<file path="src/hdl/cpsirq_pkg.sv">
// constants for the protection status and interrupt enable block
//
// Behaviour
// - status bit 4 sets on downstream plug event, clears when status is read
// - status bit 3 shows a downstream receiver is currently detected
// - status bit 2 sets when list fetched; engine stalls until list-valid write clears it
// - status bit 1 sets when vector ready; non-repeater stalls until vector-valid write
// - status bit 0 sets on auth success, clears on auth loss or restart
// - enable bit 7 permits interrupt on indirect access completion
// - enable bit 6 permits detect interrupt; waits for lock when select bit set
// - enable bit 5 passes downstream receiver interrupt requests to the host
// - enable bit 4 permits interrupt on vector list ready
// - enable bit 3 permits interrupt on receiver vector ready
// - enable bit 2 permits interrupt on auth failure or loss
// - enable bit 0 globally gates enabled conditions onto the interrupt line
// - global interrupt status flag set whenever any enabled condition is indicated
package cpsirq_pkg;
	// ************************************************************
	// register map: register indices, byte address is four times the index
	// ************************************************************
	localparam logic [7:0]  CPS_IDX_STATUS  = 8'hC4; // auth_status_flags
	localparam logic [7:0]  CPS_IDX_ENABLE  = 8'hC6; // irq_enable_mask
	localparam logic [7:0]  CPS_IDX_IRQSTS  = 8'hC7; // irq_status_reg
	localparam logic [7:0]  CPS_IDX_CTRL    = 8'hC3; // acks and restart
	localparam logic [7:0]  CPS_IDX_CONFIG  = 8'hC2; // auth_config_reg, placement is our own
	localparam logic [11:0] CPS_ADDR_STATUS = {2'b00, CPS_IDX_STATUS, 2'b00};
	localparam logic [11:0] CPS_ADDR_ENABLE = {2'b00, CPS_IDX_ENABLE, 2'b00};
	localparam logic [11:0] CPS_ADDR_IRQSTS = {2'b00, CPS_IDX_IRQSTS, 2'b00};
	localparam logic [11:0] CPS_ADDR_CTRL   = {2'b00, CPS_IDX_CTRL, 2'b00};
	localparam logic [11:0] CPS_ADDR_CONFIG = {2'b00, CPS_IDX_CONFIG, 2'b00};
	localparam logic [7:0] CPS_ENABLE_RESET = 8'h00;
	// ************************************************************
	// field positions
	// ************************************************************
	localparam int CPS_ST_PLUG   = 4;
	localparam int CPS_ST_DETECT = 3;
	localparam int CPS_ST_LIST   = 2;
	localparam int CPS_ST_VECTOR = 1;
	localparam int CPS_ST_AUTH   = 0;
	localparam int CPS_EN_INDIRECT = 7;
	localparam int CPS_EN_FOUND    = 6;
	localparam int CPS_EN_DSREQ    = 5;
	localparam int CPS_EN_LIST     = 4;
	localparam int CPS_EN_VECTOR   = 3;
	localparam int CPS_EN_FAIL     = 2;
	localparam int CPS_EN_PASS     = 1;
	localparam int CPS_EN_GLOBAL   = 0;
	localparam int CPS_CT_LISTACK  = 5;
	localparam int CPS_CT_VECACK   = 4;
	localparam int CPS_CT_RESTART  = 0;
	localparam int CPS_CF_WAITLOCK = 0;
	localparam int CPS_CF_REPEATER = 1;
endpackage : cpsirq_pkg

</file>
<file path="src/hdl/cpsirq_sync.sv">
// two flip-flop synchroniser for a bundle of pin levels
`timescale 1ns/1ns
`default_nettype none
module cpsirq_sync #(
	parameter int W = 1
) (
	input  wire logic         pclk,
	input  wire logic         presetn,
	input  wire logic         ce,
	input  wire logic [W-1:0] d,
	output logic      [W-1:0] q
);
	logic [W-1:0] meta_q;
	// ************************************************************
	// first stage feeds only the second
	// ************************************************************
	always_ff @(posedge pclk or negedge presetn) begin
		if (!presetn) begin
			meta_q <= '0;
			q      <= '0;
		end else if (ce) begin
			meta_q <= d;
			q      <= meta_q;
		end
	end
endmodule : cpsirq_sync
`default_nettype wire

</file>
<file path="src/hdl/cpsirq_edge.sv">
// rising edge detector on synchronised levels
`timescale 1ns/1ns
`default_nettype none
module cpsirq_edge #(
	parameter int W = 1
) (
	input  wire logic         pclk,
	input  wire logic         presetn,
	input  wire logic         ce,
	input  wire logic [W-1:0] lvl,
	output logic      [W-1:0] rise
);
	logic [W-1:0] prev_q;
	// pulse only for one enabled cycle
	assign rise = lvl & ~prev_q & {W{ce}};
	always_ff @(posedge pclk or negedge presetn) begin
		if (!presetn) begin
			prev_q <= '0;
		end else if (ce) begin
			prev_q <= lvl;
		end
	end
endmodule : cpsirq_edge
`default_nettype wire

</file>
<file path="src/hdl/cpsirq_top.sv">
// status flags, interrupt enable mask and apb slave of the protection block
//
// Chosen here: the APB slave port.
`timescale 1ns/1ns
`default_nettype none
module cpsirq_top
	import cpsirq_pkg::*;
(
	input  wire logic        pclk,
	input  wire logic        presetn,
	input  wire logic        ce,
	input  wire logic        psel,
	input  wire logic        penable,
	input  wire logic        pwrite,
	input  wire logic [11:0] paddr,
	input  wire logic [31:0] pwdata,
	output logic      [31:0] prdata,
	output logic             pready,
	output logic             pslverr,
	input  wire logic        downstream_plug_event,
	input  wire logic        receiver_detect,
	input  wire logic        receiver_lock,
	input  wire logic        downstream_irq_n,
	input  wire logic        indirect_done,
	input  wire logic        list_fetched,
	input  wire logic        vector_fetched,
	input  wire logic        auth_pass,
	input  wire logic        auth_fail,
	output logic             engine_stall,
	output logic             auth_restart,
	output logic             irq_out
);
	// ************************************************************
	// pin synchronisation
	// ************************************************************
	logic [9:0] pins_s;
	logic [9:0] pins_r;
	cpsirq_sync #(.W(10)) u_sync (
		.pclk    (pclk),
		.presetn (presetn),
		.ce      (ce),
		.d       ({downstream_plug_event, receiver_detect, receiver_lock,
		           ~downstream_irq_n, indirect_done, list_fetched,
		           vector_fetched, auth_pass, auth_fail, 1'b0}),
		.q       (pins_s)
	);
	cpsirq_edge #(.W(10)) u_edge (
		.pclk    (pclk),
		.presetn (presetn),
		.ce      (ce),
		.lvl     (pins_s),
		.rise    (pins_r)
	);
	wire plug_ev   = pins_r[9];
	wire det_lvl   = pins_s[8];
	wire lock_lvl  = pins_s[7];
	wire dsreq_lvl = pins_s[6];
	wire ind_ev    = pins_r[5];
	wire list_ev   = pins_r[4];
	wire vec_ev    = pins_r[3];
	wire pass_ev   = pins_r[2];
	wire fail_ev   = pins_r[1];

	// ************************************************************
	// apb decode; zero wait states, every access ends at first access edge
	// ************************************************************
	wire acc      = psel & penable & ce;
	wire wr       = acc & pwrite;
	wire rd       = acc & ~pwrite;
	wire hit_sts  = (paddr == CPS_ADDR_STATUS);
	wire hit_en   = (paddr == CPS_ADDR_ENABLE);
	wire hit_is   = (paddr == CPS_ADDR_IRQSTS);
	wire hit_ct   = (paddr == CPS_ADDR_CTRL);
	wire hit_cf   = (paddr == CPS_ADDR_CONFIG);
	wire mapped   = hit_sts | hit_en | hit_is | hit_ct | hit_cf;
	wire rd_sts   = rd & hit_sts;
	wire wr_en    = wr & hit_en;
	wire wr_ct    = wr & hit_ct;
	wire wr_cf    = wr & hit_cf;
	wire list_ack = wr_ct & pwdata[CPS_CT_LISTACK];
	wire vec_ack  = wr_ct & pwdata[CPS_CT_VECACK];
	wire restart  = wr_ct & pwdata[CPS_CT_RESTART];

	// ************************************************************
	// state registers
	// ************************************************************
	logic [7:0] enable_q;
	logic [1:0] config_q;
	logic       plug_q, plug_d;
	logic       list_q, list_d;
	logic       vec_q, vec_d;
	logic       auth_q, auth_d;
	logic       found_q;
	logic [7:0] irqsts_q, irqsts_d;

	// sticky flags: a set in the clearing cycle wins
	assign plug_d = plug_ev | (plug_q & ~rd_sts);
	assign list_d = list_ev | (list_q & ~list_ack);
	assign vec_d  = vec_ev | (vec_q & ~vec_ack);
	assign auth_d = pass_ev | (auth_q & ~fail_ev & ~restart);

	// detect condition, optionally held until the link locks
	wire det_cond = det_lvl & (lock_lvl | ~config_q[CPS_CF_WAITLOCK]);
	wire found_ev = det_cond & ~found_q;
	wire loss_ev  = fail_ev;                                          // covers loss too

	// ************************************************************
	// interrupt sources gated by the enable mask
	// ************************************************************
	logic [7:1] cause;
	always_comb begin
		cause                  = '0;
		cause[CPS_EN_INDIRECT] = ind_ev;
		cause[CPS_EN_FOUND]    = found_ev;
		cause[CPS_EN_DSREQ]    = dsreq_lvl;
		cause[CPS_EN_LIST]     = list_ev;
		cause[CPS_EN_VECTOR]   = vec_ev;
		cause[CPS_EN_FAIL]     = loss_ev;
		cause[CPS_EN_PASS]     = pass_ev;
	end
	wire [7:1] gated  = cause & enable_q[7:1];
	wire [7:1] pend_d = gated | (irqsts_q[7:1] & ~{7{rd & hit_is}});
	// global flag follows any enabled pending condition
	assign irqsts_d = {pend_d, |pend_d};

	// ************************************************************
	// register updates
	// ************************************************************
	always_ff @(posedge pclk or negedge presetn) begin
		if (!presetn) begin
			enable_q <= CPS_ENABLE_RESET;
			config_q <= '0;
			plug_q   <= 1'b0;
			list_q   <= 1'b0;
			vec_q    <= 1'b0;
			auth_q   <= 1'b0;
			found_q  <= 1'b0;
			irqsts_q <= '0;
		end else if (ce) begin
			if (wr_en) enable_q <= pwdata[7:0];
			if (wr_cf) config_q <= pwdata[1:0];
			plug_q   <= plug_d;
			list_q   <= list_d;
			vec_q    <= vec_d;
			auth_q   <= auth_d;
			found_q  <= det_cond;
			irqsts_q <= irqsts_d;
		end
	end

	// ************************************************************
	// read mux and outputs, all registered
	// ************************************************************
	wire [7:0] sts_val = {3'h0, plug_q, det_lvl, list_q, vec_q, auth_q};
	wire [7:0] rd_val  = hit_sts ? sts_val :
	                     hit_en  ? enable_q :
	                     hit_is  ? irqsts_q :
	                     hit_cf  ? {6'h00, config_q} : 8'h00;
	// the engine holds while a list or a non-repeater vector awaits the host
	wire stall_d = list_d | (vec_d & ~config_q[CPS_CF_REPEATER]);
	wire irq_d   = enable_q[CPS_EN_GLOBAL] & irqsts_d[0];

	always_ff @(posedge pclk or negedge presetn) begin
		if (!presetn) begin
			prdata       <= 32'h0000_0000;
			pready       <= 1'b0;
			pslverr      <= 1'b0;
			engine_stall <= 1'b0;
			auth_restart <= 1'b0;
			irq_out      <= 1'b0;
		end else if (ce) begin
			prdata       <= {24'h000000, rd_val};
			pready       <= 1'b1;
			pslverr      <= psel & ~mapped;
			engine_stall <= stall_d;
			auth_restart <= restart;
			irq_out      <= irq_d;
		end
	end

	// ************************************************************
	// checks
	// ************************************************************
	AST_PLUG_CLR: assert property (@(posedge pclk) disable iff (!presetn)
		(ce && rd_sts && !plug_ev) |=> !plug_q)
		else $error("plug flag not cleared by status read");
	AST_DET_LIVE: assert property (@(posedge pclk) disable iff (!presetn)
		(ce && psel && !penable && hit_sts) |=> prdata[CPS_ST_DETECT] == $past(det_lvl))
		else $error("detect bit not live");
	AST_LIST_HOLD: assert property (@(posedge pclk) disable iff (!presetn)
		(ce && list_q && !list_ack) |=> (list_q && engine_stall))
		else $error("list flag dropped without ack");
	AST_VEC_CLR: assert property (@(posedge pclk) disable iff (!presetn)
		(ce && vec_ack && !vec_ev) |=> !vec_q)
		else $error("vector flag not cleared by ack");
	AST_AUTH_LOSS: assert property (@(posedge pclk) disable iff (!presetn)
		(ce && (restart || fail_ev) && !pass_ev) |=> !auth_q)
		else $error("auth flag survived restart or loss");
	AST_WAIT_LOCK: assert property (@(posedge pclk) disable iff (!presetn)
		(config_q[CPS_CF_WAITLOCK] && !lock_lvl) |-> !cause[CPS_EN_FOUND])
		else $error("detect interrupt before lock");
	AST_MASKED: assert property (@(posedge pclk) disable iff (!presetn)
		(ce && !enable_q[CPS_EN_LIST] && !irqsts_q[CPS_EN_LIST]) |=>
		!irqsts_q[CPS_EN_LIST])
		else $error("masked list interrupt pended");
	AST_GLOBAL: assert property (@(posedge pclk) disable iff (!presetn)
		(ce && !enable_q[CPS_EN_GLOBAL]) |=> !irq_out)
		else $error("interrupt raised with global gate off");
	AST_ANY: assert property (@(posedge pclk) disable iff (!presetn)
		ce |=> irqsts_q[0] == (|irqsts_q[7:1]))
		else $error("global flag disagrees with pending bits");
	COV_PLUG: cover property (@(posedge pclk) disable iff (!presetn) plug_q ##1 !plug_q);
	COV_IRQ: cover property (@(posedge pclk) disable iff (!presetn) $rose(irq_out));
	COV_STALL: cover property (@(posedge pclk) disable iff (!presetn) $fell(engine_stall));
endmodule : cpsirq_top
`default_nettype wire

</file>
<file path="config.mk">
export PLATFORM = sky130hd
export DESIGN_NAME = cpsirq_top
export DESIGN_NICKNAME = d
export VERILOG_FILES = /design/src/hdl/cpsirq_pkg.sv /design/src/hdl/cpsirq_sync.sv /design/src/hdl/cpsirq_edge.sv /design/src/hdl/cpsirq_top.sv
export SDC_FILE = /design/constraint.sdc
export NUM_CORES = 1
export LEC_CHECK = 0
export BUFFER_PORTS_ARGS = -buffer_cell sky130_fd_sc_hd__buf_2
export CAP_MARGIN = 40
export CORE_ASPECT_RATIO = 0.6
export CORE_UTILIZATION = 47
export DETAILED_ROUTE_END_ITERATION = 10
export GPL_TIMING_DRIVEN = 0
export PLACE_DENSITY = 0.84
export SLEW_MARGIN = 40
export SYNTH_ARGS = -nofsm -noshare
export SYNTH_HDL_FRONTEND = slang
export SYNTH_HIERARCHICAL = 1
export SYNTH_SLANG_ARGS = --single-unit
export TNS_END_PERCENT = 20
</file>
<file path="constraint.sdc">
create_clock -name pclk -period 1.4 [get_ports pclk]
set_input_delay 0.28 -clock pclk [delete_from_list [all_inputs] [get_ports pclk]]
set_output_delay 0.28 -clock pclk [all_outputs]
set_load 0.1 [all_outputs]
</file>
==> run_results.csv, run 1 <==
group,metric,value,unit
run_status,status,"complete, but fails checks",
run_status,violations,"negative hold slack, negative setup slack",
timing,setup_ws,-237.5,ps
layout,drive_above_1_share,45.10,%
clocking,clkSinkCount,60,
layout,fillCellCount,482,
synthesis,yosysWarnings,6,
placed_design,placed_area,3441,µm²
timing,period_share,117.0,%
routing,drc,0,
layout,design_area,3804,µm²
grt,use_met1,32.14,%
grt,grt_max_degree,61,
grt,antenna_found_initial,0,
layout,utilization,61.69,%
floorplanning,start_util,49.01,%
timing,tightest_slew,720.2,ps
grt,grt_pass1_vias,2110,
floorplanning,core,6166,µm²
flow_run,maxCapViolations,0,
grt,grt_usage,21.53,%
routing,firstDrtPassIters,5,
clocking,root_buffer,"clkbuf_8",
layout,nets,391,
routing,totalWireLength,6912,µm
floorplanning,rows,22,
floorplanning,pin_count,96,
layout,layout_common_cells,"dfrtp_1 (60), buf_4 (48), buf_2 (29)",
worst_setup_path,cp_max_fo,2,
floorplanning,dieArea,6765,µm²
synthesis,avgSynthCellArea,12.43,µm²
clocking,cts_tree,"done",
synthesis,synth_area,3022,µm²
floorplanning,die_w,105.5,µm
timing,rsz0062_at_grt,"true",
worst_setup_path,cp.arrival,1870,ps
worst_hold_path,hold_class,"primary input to asynchronous set/reset pin",
timing,report.final.slew_viol_count,0,
placed_design,numPortBuffers,45,
grt,grt_pass1_wl,10780,µm
worst_setup_path,crit_path_top_delay_cell,"or4_4",
grt,grt_overflow_total,0,
worst_setup_path,critPathKind,"flop to flop",
power,peakVddDrop,0.0006457,V
worst_setup_path,rr_startpoint,"irqsts_q[3]",
grt,grt_util_met2,27.80,%
grt,top_usage_layer,"met1",
worst_setup_path,reg2reg_slack,-240,ps
timing,maxSlewHeadroom,51.99,%
timing,hold_slack,-9.692,ps
routing,ant_nets,0,
routing,vias,2285,
clocking,cts_max_level,3,
timing,fmax,610.7,MHz
synthesis,syn_inst,243,
timing,setup-violations-final,16,
layout,syn_to_final_growth,25.88,%
routing,viasPerCell,5.428,
clocking,clkLatencyLatePin,350,ps
routing,wire_per_inst,16.42,µm
clocking,cts_buffers,9,
worst_setup_path,path_cells,"or4_4 > nor4_4 > a21oi_2 > o32a_1",
placed_design,place_hpwl,4933,µm
power,powerDensity,1174,nW/µm²
floorplanning,die_y,64.11,µm
worst_setup_path,start_kind,"flop",
placed_design,globalplace.congestion,0.9033,
timing,period_needed,1638,ps
timing,hold_viol,18,
worst_setup_path,crit_required,1630,ps
clocking,clk_pin_slew,70,ps
routing,drtIter0Drc,137,
layout,antennaDiodeCount,0,
worst_setup_path,crit_family,"simple AND/OR/NAND/NOR gates",
power,p_leak,1.885,nW
timing,clock_skew,6.417,ps
worst_setup_path,r2r_cells,4,
grt,grt_use_met3,9.082,%
worst_setup_path,cpPeakStageDelay,550,ps
worst_setup_path,worst_setup_path_end_kind,"flop",
worst_setup_path,timing.rr.end,"irqsts_q[0]",
layout,layout_commonest_cell,"dfrtp_1",
clocking,max-clock-path-buffers,2,
worst_setup_path,crit_buf_inv,0,
-- flip-flops by register name, indices dropped and copies added (netlist names) --
name / count
vec_q: 1
u_sync/q: 9
engine_stall: 1
pslverr: 1
list_q: 1
enable_q: 8
auth_restart: 1
pready: 1
u_edge/prev_q: 6
prdata: 8
auth_q: 1
config_q: 2
irq_out: 1
found_q: 1
u_sync/meta_q: 9
plug_q: 1
irqsts_q: 8
-- final cells by class --
type	count	area, µm²	area share, %
buffer	36	252.7	6.645
clock buffer	12	155.1	4.079
clock inverter	4	47.55	1.250
inverter	6	22.52	0.5921
multi-input combinational	164	1368	35.95
sequential	60	1501	39.47
tap	84	105.1	2.763
timing repair buffer	55	351.6	9.243
-- timing repair --
action,4_1_cts,5_1_grt
gates cloned,0,0
hold buffers,0,0
setup endpoints to repair,37,29
pin swaps,13,7
buffers inserted,4,6
gates resized for setup,22,4
-- metal layers --
layer | part of all wire [%] | wire, µm | vias to the layer above
met5 | 0 | 0 | -
met4 | 1.0 | 72 | 0
met3 | 12 | 822 | 11
met2 | 41 | 2833 | 144
met1 | 46 | 3184 | 1098
li1 | - | - | 1032
-- power by group --
part           switching (mW)  total, mW  leakage (nW)  internal, mW
Sequential             0.0962       1.96         0.742          1.87
Combinational           0.586      0.919          1.04         0.333
Clock                   0.674       1.59         0.102         0.912
Total                    1.36       4.47          1.89          3.11
-- per-stage QoR --
step           instances  TNS [ps]  power (mW)  setup slack, ps
3_5_place_dp         395    -15120       2.864           -561.9
4_1_cts              415     -1051       4.465           -183.4
5_1_grt              421     -1824       4.641           -272.6
3_3_place_gp         395    -17310       2.839           -579.0
6_report             421     -1159       4.467           -237.5
2_1_floorplan        266     -5186       2.681           -277.3
-- worst max-delay path by stage --
stage,cells after the start,from,end
2_1_floorplan,4,paddr[1],irqsts_q[6]
3_3_place_gp,5,paddr[1],enable_q[0]
3_5_place_dp,5,paddr[1],enable_q[5]
4_1_cts,4,irqsts_q[3],irq_out
5_1_grt,4,irqsts_q[2],irqsts_q[0]
6_report,4,irqsts_q[3],irqsts_q[0]
No activity file was read; power rests on OpenSTA's default activity.
==> run 2, diff against run 1 <==
--- a/config.mk
+++ b/config.mk
@@ -7,7 +7,6 @@
 export LEC_CHECK = 0
 export BUFFER_PORTS_ARGS = -buffer_cell sky130_fd_sc_hd__buf_2
 export CAP_MARGIN = 40
-export CORE_ASPECT_RATIO = 0.6
 export CORE_UTILIZATION = 47
 export DETAILED_ROUTE_END_ITERATION = 10
 export GPL_TIMING_DRIVEN = 0
==> run 2 against run 1 <==
The run ends with negative setup slack left. Total power fell by 0.27%. Combinational power fell by 1%. Fmax barely moved. Wire length fell by 5.6%. Register-to-register slack barely moved. Cell area fell by 1.1%. Worst hold slack improved by 14 ps. Setup slack got worse by 1.4 ps. Cell count fell by 3.8%. Sequential cell count did not move. Critical path type unchanged.
==> run_results.csv, run 2 (synthesized netlist as in run 1, its figures left out) <==
group,metric,value,unit
worst_setup_path,start_kind,"flop",
run_status,status,"complete, but fails checks",
layout,fillCellCount,482,
routing,viasPerCell,5.464,
grt,grt_pass1_vias,2138,
worst_setup_path,cp_num_cells,4,
worst_setup_path,cp_max_fo,3,
timing,period_share,117.1,%
layout,nets,385,
worst_setup_path,path_cells,"or4_4 > nor4_4 > a21oi_2 > o32a_1",
layout,layout_top_registers,"u_sync/meta_q x9, u_sync/q x9",
routing,totalWireLength,6525,µm
floorplanning,pin_count,96,
timing,period_needed,1639,ps
flow_run,maxCapViolations,0,
routing,drtIter0Drc,226,
clocking,clkLatencyLatePin,340,ps
floorplanning,die_w,82.18,µm
power,powerDensity,1184,nW/µm²
worst_setup_path,cp.arrival,1860,ps
worst_hold_path,hold_class,"primary input to asynchronous set/reset pin",
grt,grt_pass1_wl,10490,µm
routing,firstDrtPassIters,5,
floorplanning,rows,28,
clocking,clk_pin_slew,60,ps
clocking,max-clock-path-buffers,2,
clocking,cts_tree,"done",
worst_setup_path,crit_path_top_delay_cell,"or4_4",
power,p_leak,1.859,nW
worst_setup_path,r2r_cells,4,
timing,clock_skew,7.239,ps
timing,fin_setup_tns,-1104,ps
clocking,clkSinkCount,60,
timing,fmax,610.1,MHz
grt,grt_overflow_total,0,
power,peakVddDrop,0.0008244,V
clocking,holdBufCountCts,0,
layout,syn_to_final_growth,24.47,%
timing,hold_viol,0,
routing,wire_per_inst,16.11,µm
routing,drc,0,
layout,final_cells,405,
placed_design,placed_cells,386,
worst_setup_path,worst_setup_path_end_kind,"flop",
timing,hold_slack,4.407,ps
timing,tightest_slew,732.5,ps
run_status,violations,"negative setup slack",
worst_setup_path,crit_buf_inv,0,
layout,drive_above_1_share,43.94,%
clocking,cts_max_level,3,
layout,layout_common_cells,"dfrtp_1 (60), buf_4 (41), buf_2 (29)",
timing,maxSlewHeadroom,51.17,%
placed_design,place_hpwl,4605,µm
worst_setup_path,cpPeakStageDelay,550,ps
clocking,root_buffer,"clkbuf_8",
grt,grt_max_degree,61,
placed_design,globalplace.congestion,0.8721,
routing,vias,2213,
timing,rsz0062_at_grt,"true",
layout,layout_commonest_cell,"dfrtp_1",
floorplanning,core,6061,µm²
floorplanning,dieArea,6754,µm²
layout,antennaDiodeCount,0,
worst_setup_path,crit_family,"simple AND/OR/NAND/NOR gates",
grt,antenna_found_initial,0,
worst_setup_path,crit_required,1620,ps
floorplanning,start_util,49.86,%
power,p_total,4.455,mW
timing,setup_ws,-239.0,ps
timing,setup-violations-final,15,
floorplanning,die_y,82.18,µm
clocking,cts_buffers,9,
grt,grt_usage,21.58,%
routing,ant_nets,0,
placed_design,numPortBuffers,45,
worst_setup_path,critPathKind,"flop to flop",
timing,report.final.slew_viol_count,0,
==> run 2: cell count changes in the layout (fill, tap and decap cells not counted), sizes merged <==
cell	delta
buf	-7
clkbuf	+3
clkinv	-2
clkinvlp	-1
==> run 2: final timing paths <==
kind / slack [ps] / start / endpoint
setup / recovery: -240 / irqsts_q[3] / irqsts_q[0]
hold / removal: 4 / presetn / u_sync/meta_q[5]
setup reg to reg: -240 / irqsts_q[3] / irqsts_q[0]
hold reg to reg: 470 / found_q / found_q
max in group asynchronous: 910 / presetn / u_edge/prev_q[5]
min in group pclk: 170 / vector_fetched / u_sync/meta_q[3]
==> run 2: cell type report <==
| cell class | instances | area, µm² | area share (%) |
|---|---|---|---|
| Tap cell | 75 | 93.84 | 2.495 |
| Clock buffer | 14 | 172.7 | 4.591 |
| Buffer | 36 | 252.7 | 6.720 |
| Clock inverter | 1 | 30.03 | 0.7984 |
| Inverter | 6 | 22.52 | 0.5988 |
| Timing Repair Buffer | 49 | 306.5 | 8.150 |
| Multi-Input combinational cell | 164 | 1381 | 36.73 |
| Sequential cell | 60 | 1501 | 39.92 |
==> run 2: what timing repair did <==
item / CTS / global route
pin swaps: 13 / 7
setup buffers: 1 / 3
cloned: 0 / 0
gates resized for setup: 22 / 7
setup endpoints to repair: 35 / 29
==> run 2: metrics by stage <==
stage | utilization, % | instance area [µm²] | setup WS [ps]
6_report | 62.06 | 3761 | -239.0
5_1_grt | 62.06 | 3761 | -279.7
4_1_cts | 61.25 | 3712 | -201.8
3_5_place_dp | 56.59 | 3430 | -625.1
3_3_place_gp | 56.54 | 3427 | -594.3
2_1_floorplan | - | 3108 | -277.3
==> run 2: metal layers <==
metal	vias to the layer above	share of wire, %	global-route usage (%)	routed length (µm)
met5	-	0	0	0
li1	1017	-	-	-
met2	125	50	35.87	3249
met4	0	2.6	10.70	167
met1	1052	39	25.46	2568
met3	19	8.3	6.264	539
==> run 2: where the power goes <==
| part | leakage (nW) | total, mW | switching, mW | internal [mW] |
|---|---|---|---|---|
| combinational | 1.01 | 0.910 | 0.585 | 0.325 |
| sequential | 0.742 | 1.96 | 0.0943 | 1.87 |
| clock | 0.103 | 1.58 | 0.625 | 0.960 |
| total | 1.86 | 4.45 | 1.30 | 3.15 |
==> run 3, diff against run 2 <==
--- a/config.mk
+++ b/config.mk
@@ -5,12 +5,13 @@
 export SDC_FILE = /design/constraint.sdc
 export NUM_CORES = 1
 export LEC_CHECK = 0
+export ABC_AREA = 1
 export BUFFER_PORTS_ARGS = -buffer_cell sky130_fd_sc_hd__buf_2
 export CAP_MARGIN = 40
 export CORE_UTILIZATION = 47
 export DETAILED_ROUTE_END_ITERATION = 10
 export GPL_TIMING_DRIVEN = 0
-export PLACE_DENSITY = 0.84
+export PLACE_DENSITY = 0.85
 export SLEW_MARGIN = 40
 export SYNTH_ARGS = -nofsm -noshare
 export SYNTH_HDL_FRONTEND = slang
==> run 3 against run 2 <==
The flow now finishes without violations. Count of clock-buffer cells in the layout fell by 3. Critical path depth rose by 7. Utilization rose by 1.0 points. Clock skew fell by 2.6 ps. Total power rose by 0.79%. Global-route usage fell by 0.36 points. Synthesized cell count rose by 48%. Largest cell class unchanged. Sequential power barely moved. Worst hold slack improved by 140 ps.
==> run_results.csv, run 3 <==
group,metric,value,unit
run_status,status,"complete, no violations",
timing,period_needed,1347,ps
clocking,clkSinkCount,60,
timing,setup-violations-final,0,
timing,report.final.slew_viol_count,0,
routing,drc,0,
power,p_leak,2.062,nW
clocking,clk_pin_slew,70,ps
placed_design,place_hpwl,4531,µm
worst_setup_path,worst_setup_path_end_kind,"flop",
floorplanning,pin_count,96,
placed_design,globalplace.congestion,0.9118,
routing,firstDrtPassIters,5,
worst_setup_path,crit_buf_inv,1,
clocking,root_buffer,"clkbuf_8",
power,peakVddDrop,0.0007604,V
floorplanning,die_y,81.42,µm
timing,clock_skew,4.599,ps
synthesis,synth_area,2964,µm²
routing,vias,2565,
grt,grt_max_degree,61,
timing,period_share,96.21,%
floorplanning,rows,28,
synthesis,syn_inst,359,
timing,hold_viol,0,
routing,viasPerCell,4.876,
layout,layout_top_registers,"u_sync/meta_q x9, u_sync/q x9",
layout,layout_commonest_cell,"nand2_1",
grt,antenna_found_initial,0,
worst_setup_path,cp.arrival,1570,ps
clocking,cts_tree,"done",
power,p_total,4.490,mW
timing,fmax,742.4,MHz
worst_setup_path,crit_family,"simple AND/OR/NAND/NOR gates",
layout,layout_common_cells,"nand2_1 (144), dfrtp_1 (60), buf_4 (36)",
routing,wire_per_inst,12.33,µm
power,powerDensity,1188,nW/µm²
layout,final_cells,526,
layout,nets,506,
layout,drive_above_1_share,29.27,%
layout,fillCellCount,518,
floorplanning,core,5991,µm²
layout,syn_to_final_growth,27.52,%
timing,fin_setup_tns,0,ps
worst_setup_path,crit_path_top_delay_cell,"a21oi_1",
floorplanning,dieArea,6628,µm²
clocking,cts_max_level,3,
timing,tightest_slew,536.3,ps
timing,maxSlewHeadroom,64.25,%
grt,grt_overflow_total,0,
clocking,max-clock-path-buffers,2,
placed_design,numPortBuffers,47,
placed_design,placed_cells,504,
floorplanning,die_w,81.42,µm
routing,ant_nets,0,
layout,antennaDiodeCount,0,
synthesis,avgSynthCellArea,8.257,µm²
worst_setup_path,critPathKind,"primary input to flop",
synthesis,yosysWarnings,6,
worst_setup_path,crit_required,1620,ps
worst_setup_path,start_kind,"primary input",
worst_setup_path,cp_max_fo,7,
worst_hold_path,hold_class,"primary input to flop",
worst_setup_path,path_cells,"buf_2 > nor2_4 > nand2_2 > nor2_4 > nand3_4 > a21oi_1 > nand2_1 > nor2_1 > nand2_1 > nand3_1 > nand2_1",
routing,totalWireLength,6484,µm
clocking,cts_buffers,9,
routing,drtIter0Drc,212,
clocking,clkLatencyLatePin,330,ps
worst_setup_path,crit_top_cell,"nand2_1",
timing,rsz0062_at_grt,"true",
floorplanning,start_util,49.48,%
flow_run,maxCapViolations,0,
grt,grt_pass1_vias,2364,
grt,grt_usage,21.22,%
grt,grt_pass1_wl,10410,µm
worst_setup_path,cpPeakStageDelay,210,ps
[run 3: final cells by class]
class,count,area [µm²],area share (%)
sequential,60,1501,39.72
multi-input combinational,259,1251,33.10
timing repair buffer,54,337.8,8.937
buffer,34,260.3,6.885
clock buffer,11,151.4,4.005
inverter,29,111.4,2.946
tap,75,93.84,2.483
clock inverter,4,72.57,1.920
[run 3: worst register-to-register path, cell delays in order (launching register included)]
cell,delay (ps)
dfrtp_1,370
inv_1,50
o21ai_1,140
nor3_1,60
a21oi_1,160
nand2_1,70
nor2_1,80
nand2_1,80
nand3_1,80
nand2_1,60
[run 3: where the power goes]
group,internal (mW),switching (mW),total (mW)
Sequential,1.86,0.0738,1.94
Clock,1.09,0.638,1.72
Combinational,0.216,0.614,0.829
Total,3.16,1.33,4.49
[run 3: stage by stage]
stage	hold slack (ps)	util [%]	setup slack, ps	instance area, µm²
after floorplan	-15.59	-	15.21	3050
after global placement	449.4	56.41	-338.8	3379
after detailed placement	388.6	56.45	-370.6	3382
after CTS	28.95	60.44	2.071	3621
after global routing	131.6	63.10	-38.78	3780
final	144.0	63.10	53.05	3780
[run 3: path summary, 6_finish.rpt]
| path | depth (start not counted) | slack (ps) | from | to |
|---|---|---|---|---|
| worst max register to register | 9 | 130 | config_q[0] | irq_out |
| min in group asynchronous | 2 | 470 | presetn | pslverr |
| worst min register to register | 1 | 470 | pready | pready |
| worst min-delay path | 3 | 140 | indirect_done | u_sync/meta_q[5] |
| max in group asynchronous | 2 | 550 | presetn | u_edge/prev_q[9] |
| worst max-delay path | 11 | 50 | paddr[1] | irq_out |
[run 3: what timing repair did]
action | 4_1_cts | 5_1_grt
hold endpoints to repair | 0 | 60
resized for setup | 5 | 30
buffers inserted | 0 | 6
endpoints found under the setup margin | 4 | 21
pin swaps | 0 | 13
hold buffers | 0 | 1
[run 3: layer usage]
metal | part of all wire (%) | vias up | wire length [µm] | global-route usage, %
met5 | 0 | - | 0 | 0
met4 | 4.0 | 0 | 260 | 12.50
met3 | 6.4 | 30 | 416 | 6.000
met2 | 48 | 117 | 3100 | 35.50
met1 | 42 | 1164 | 2706 | 24.05
li1 | - | 1254 | - | -
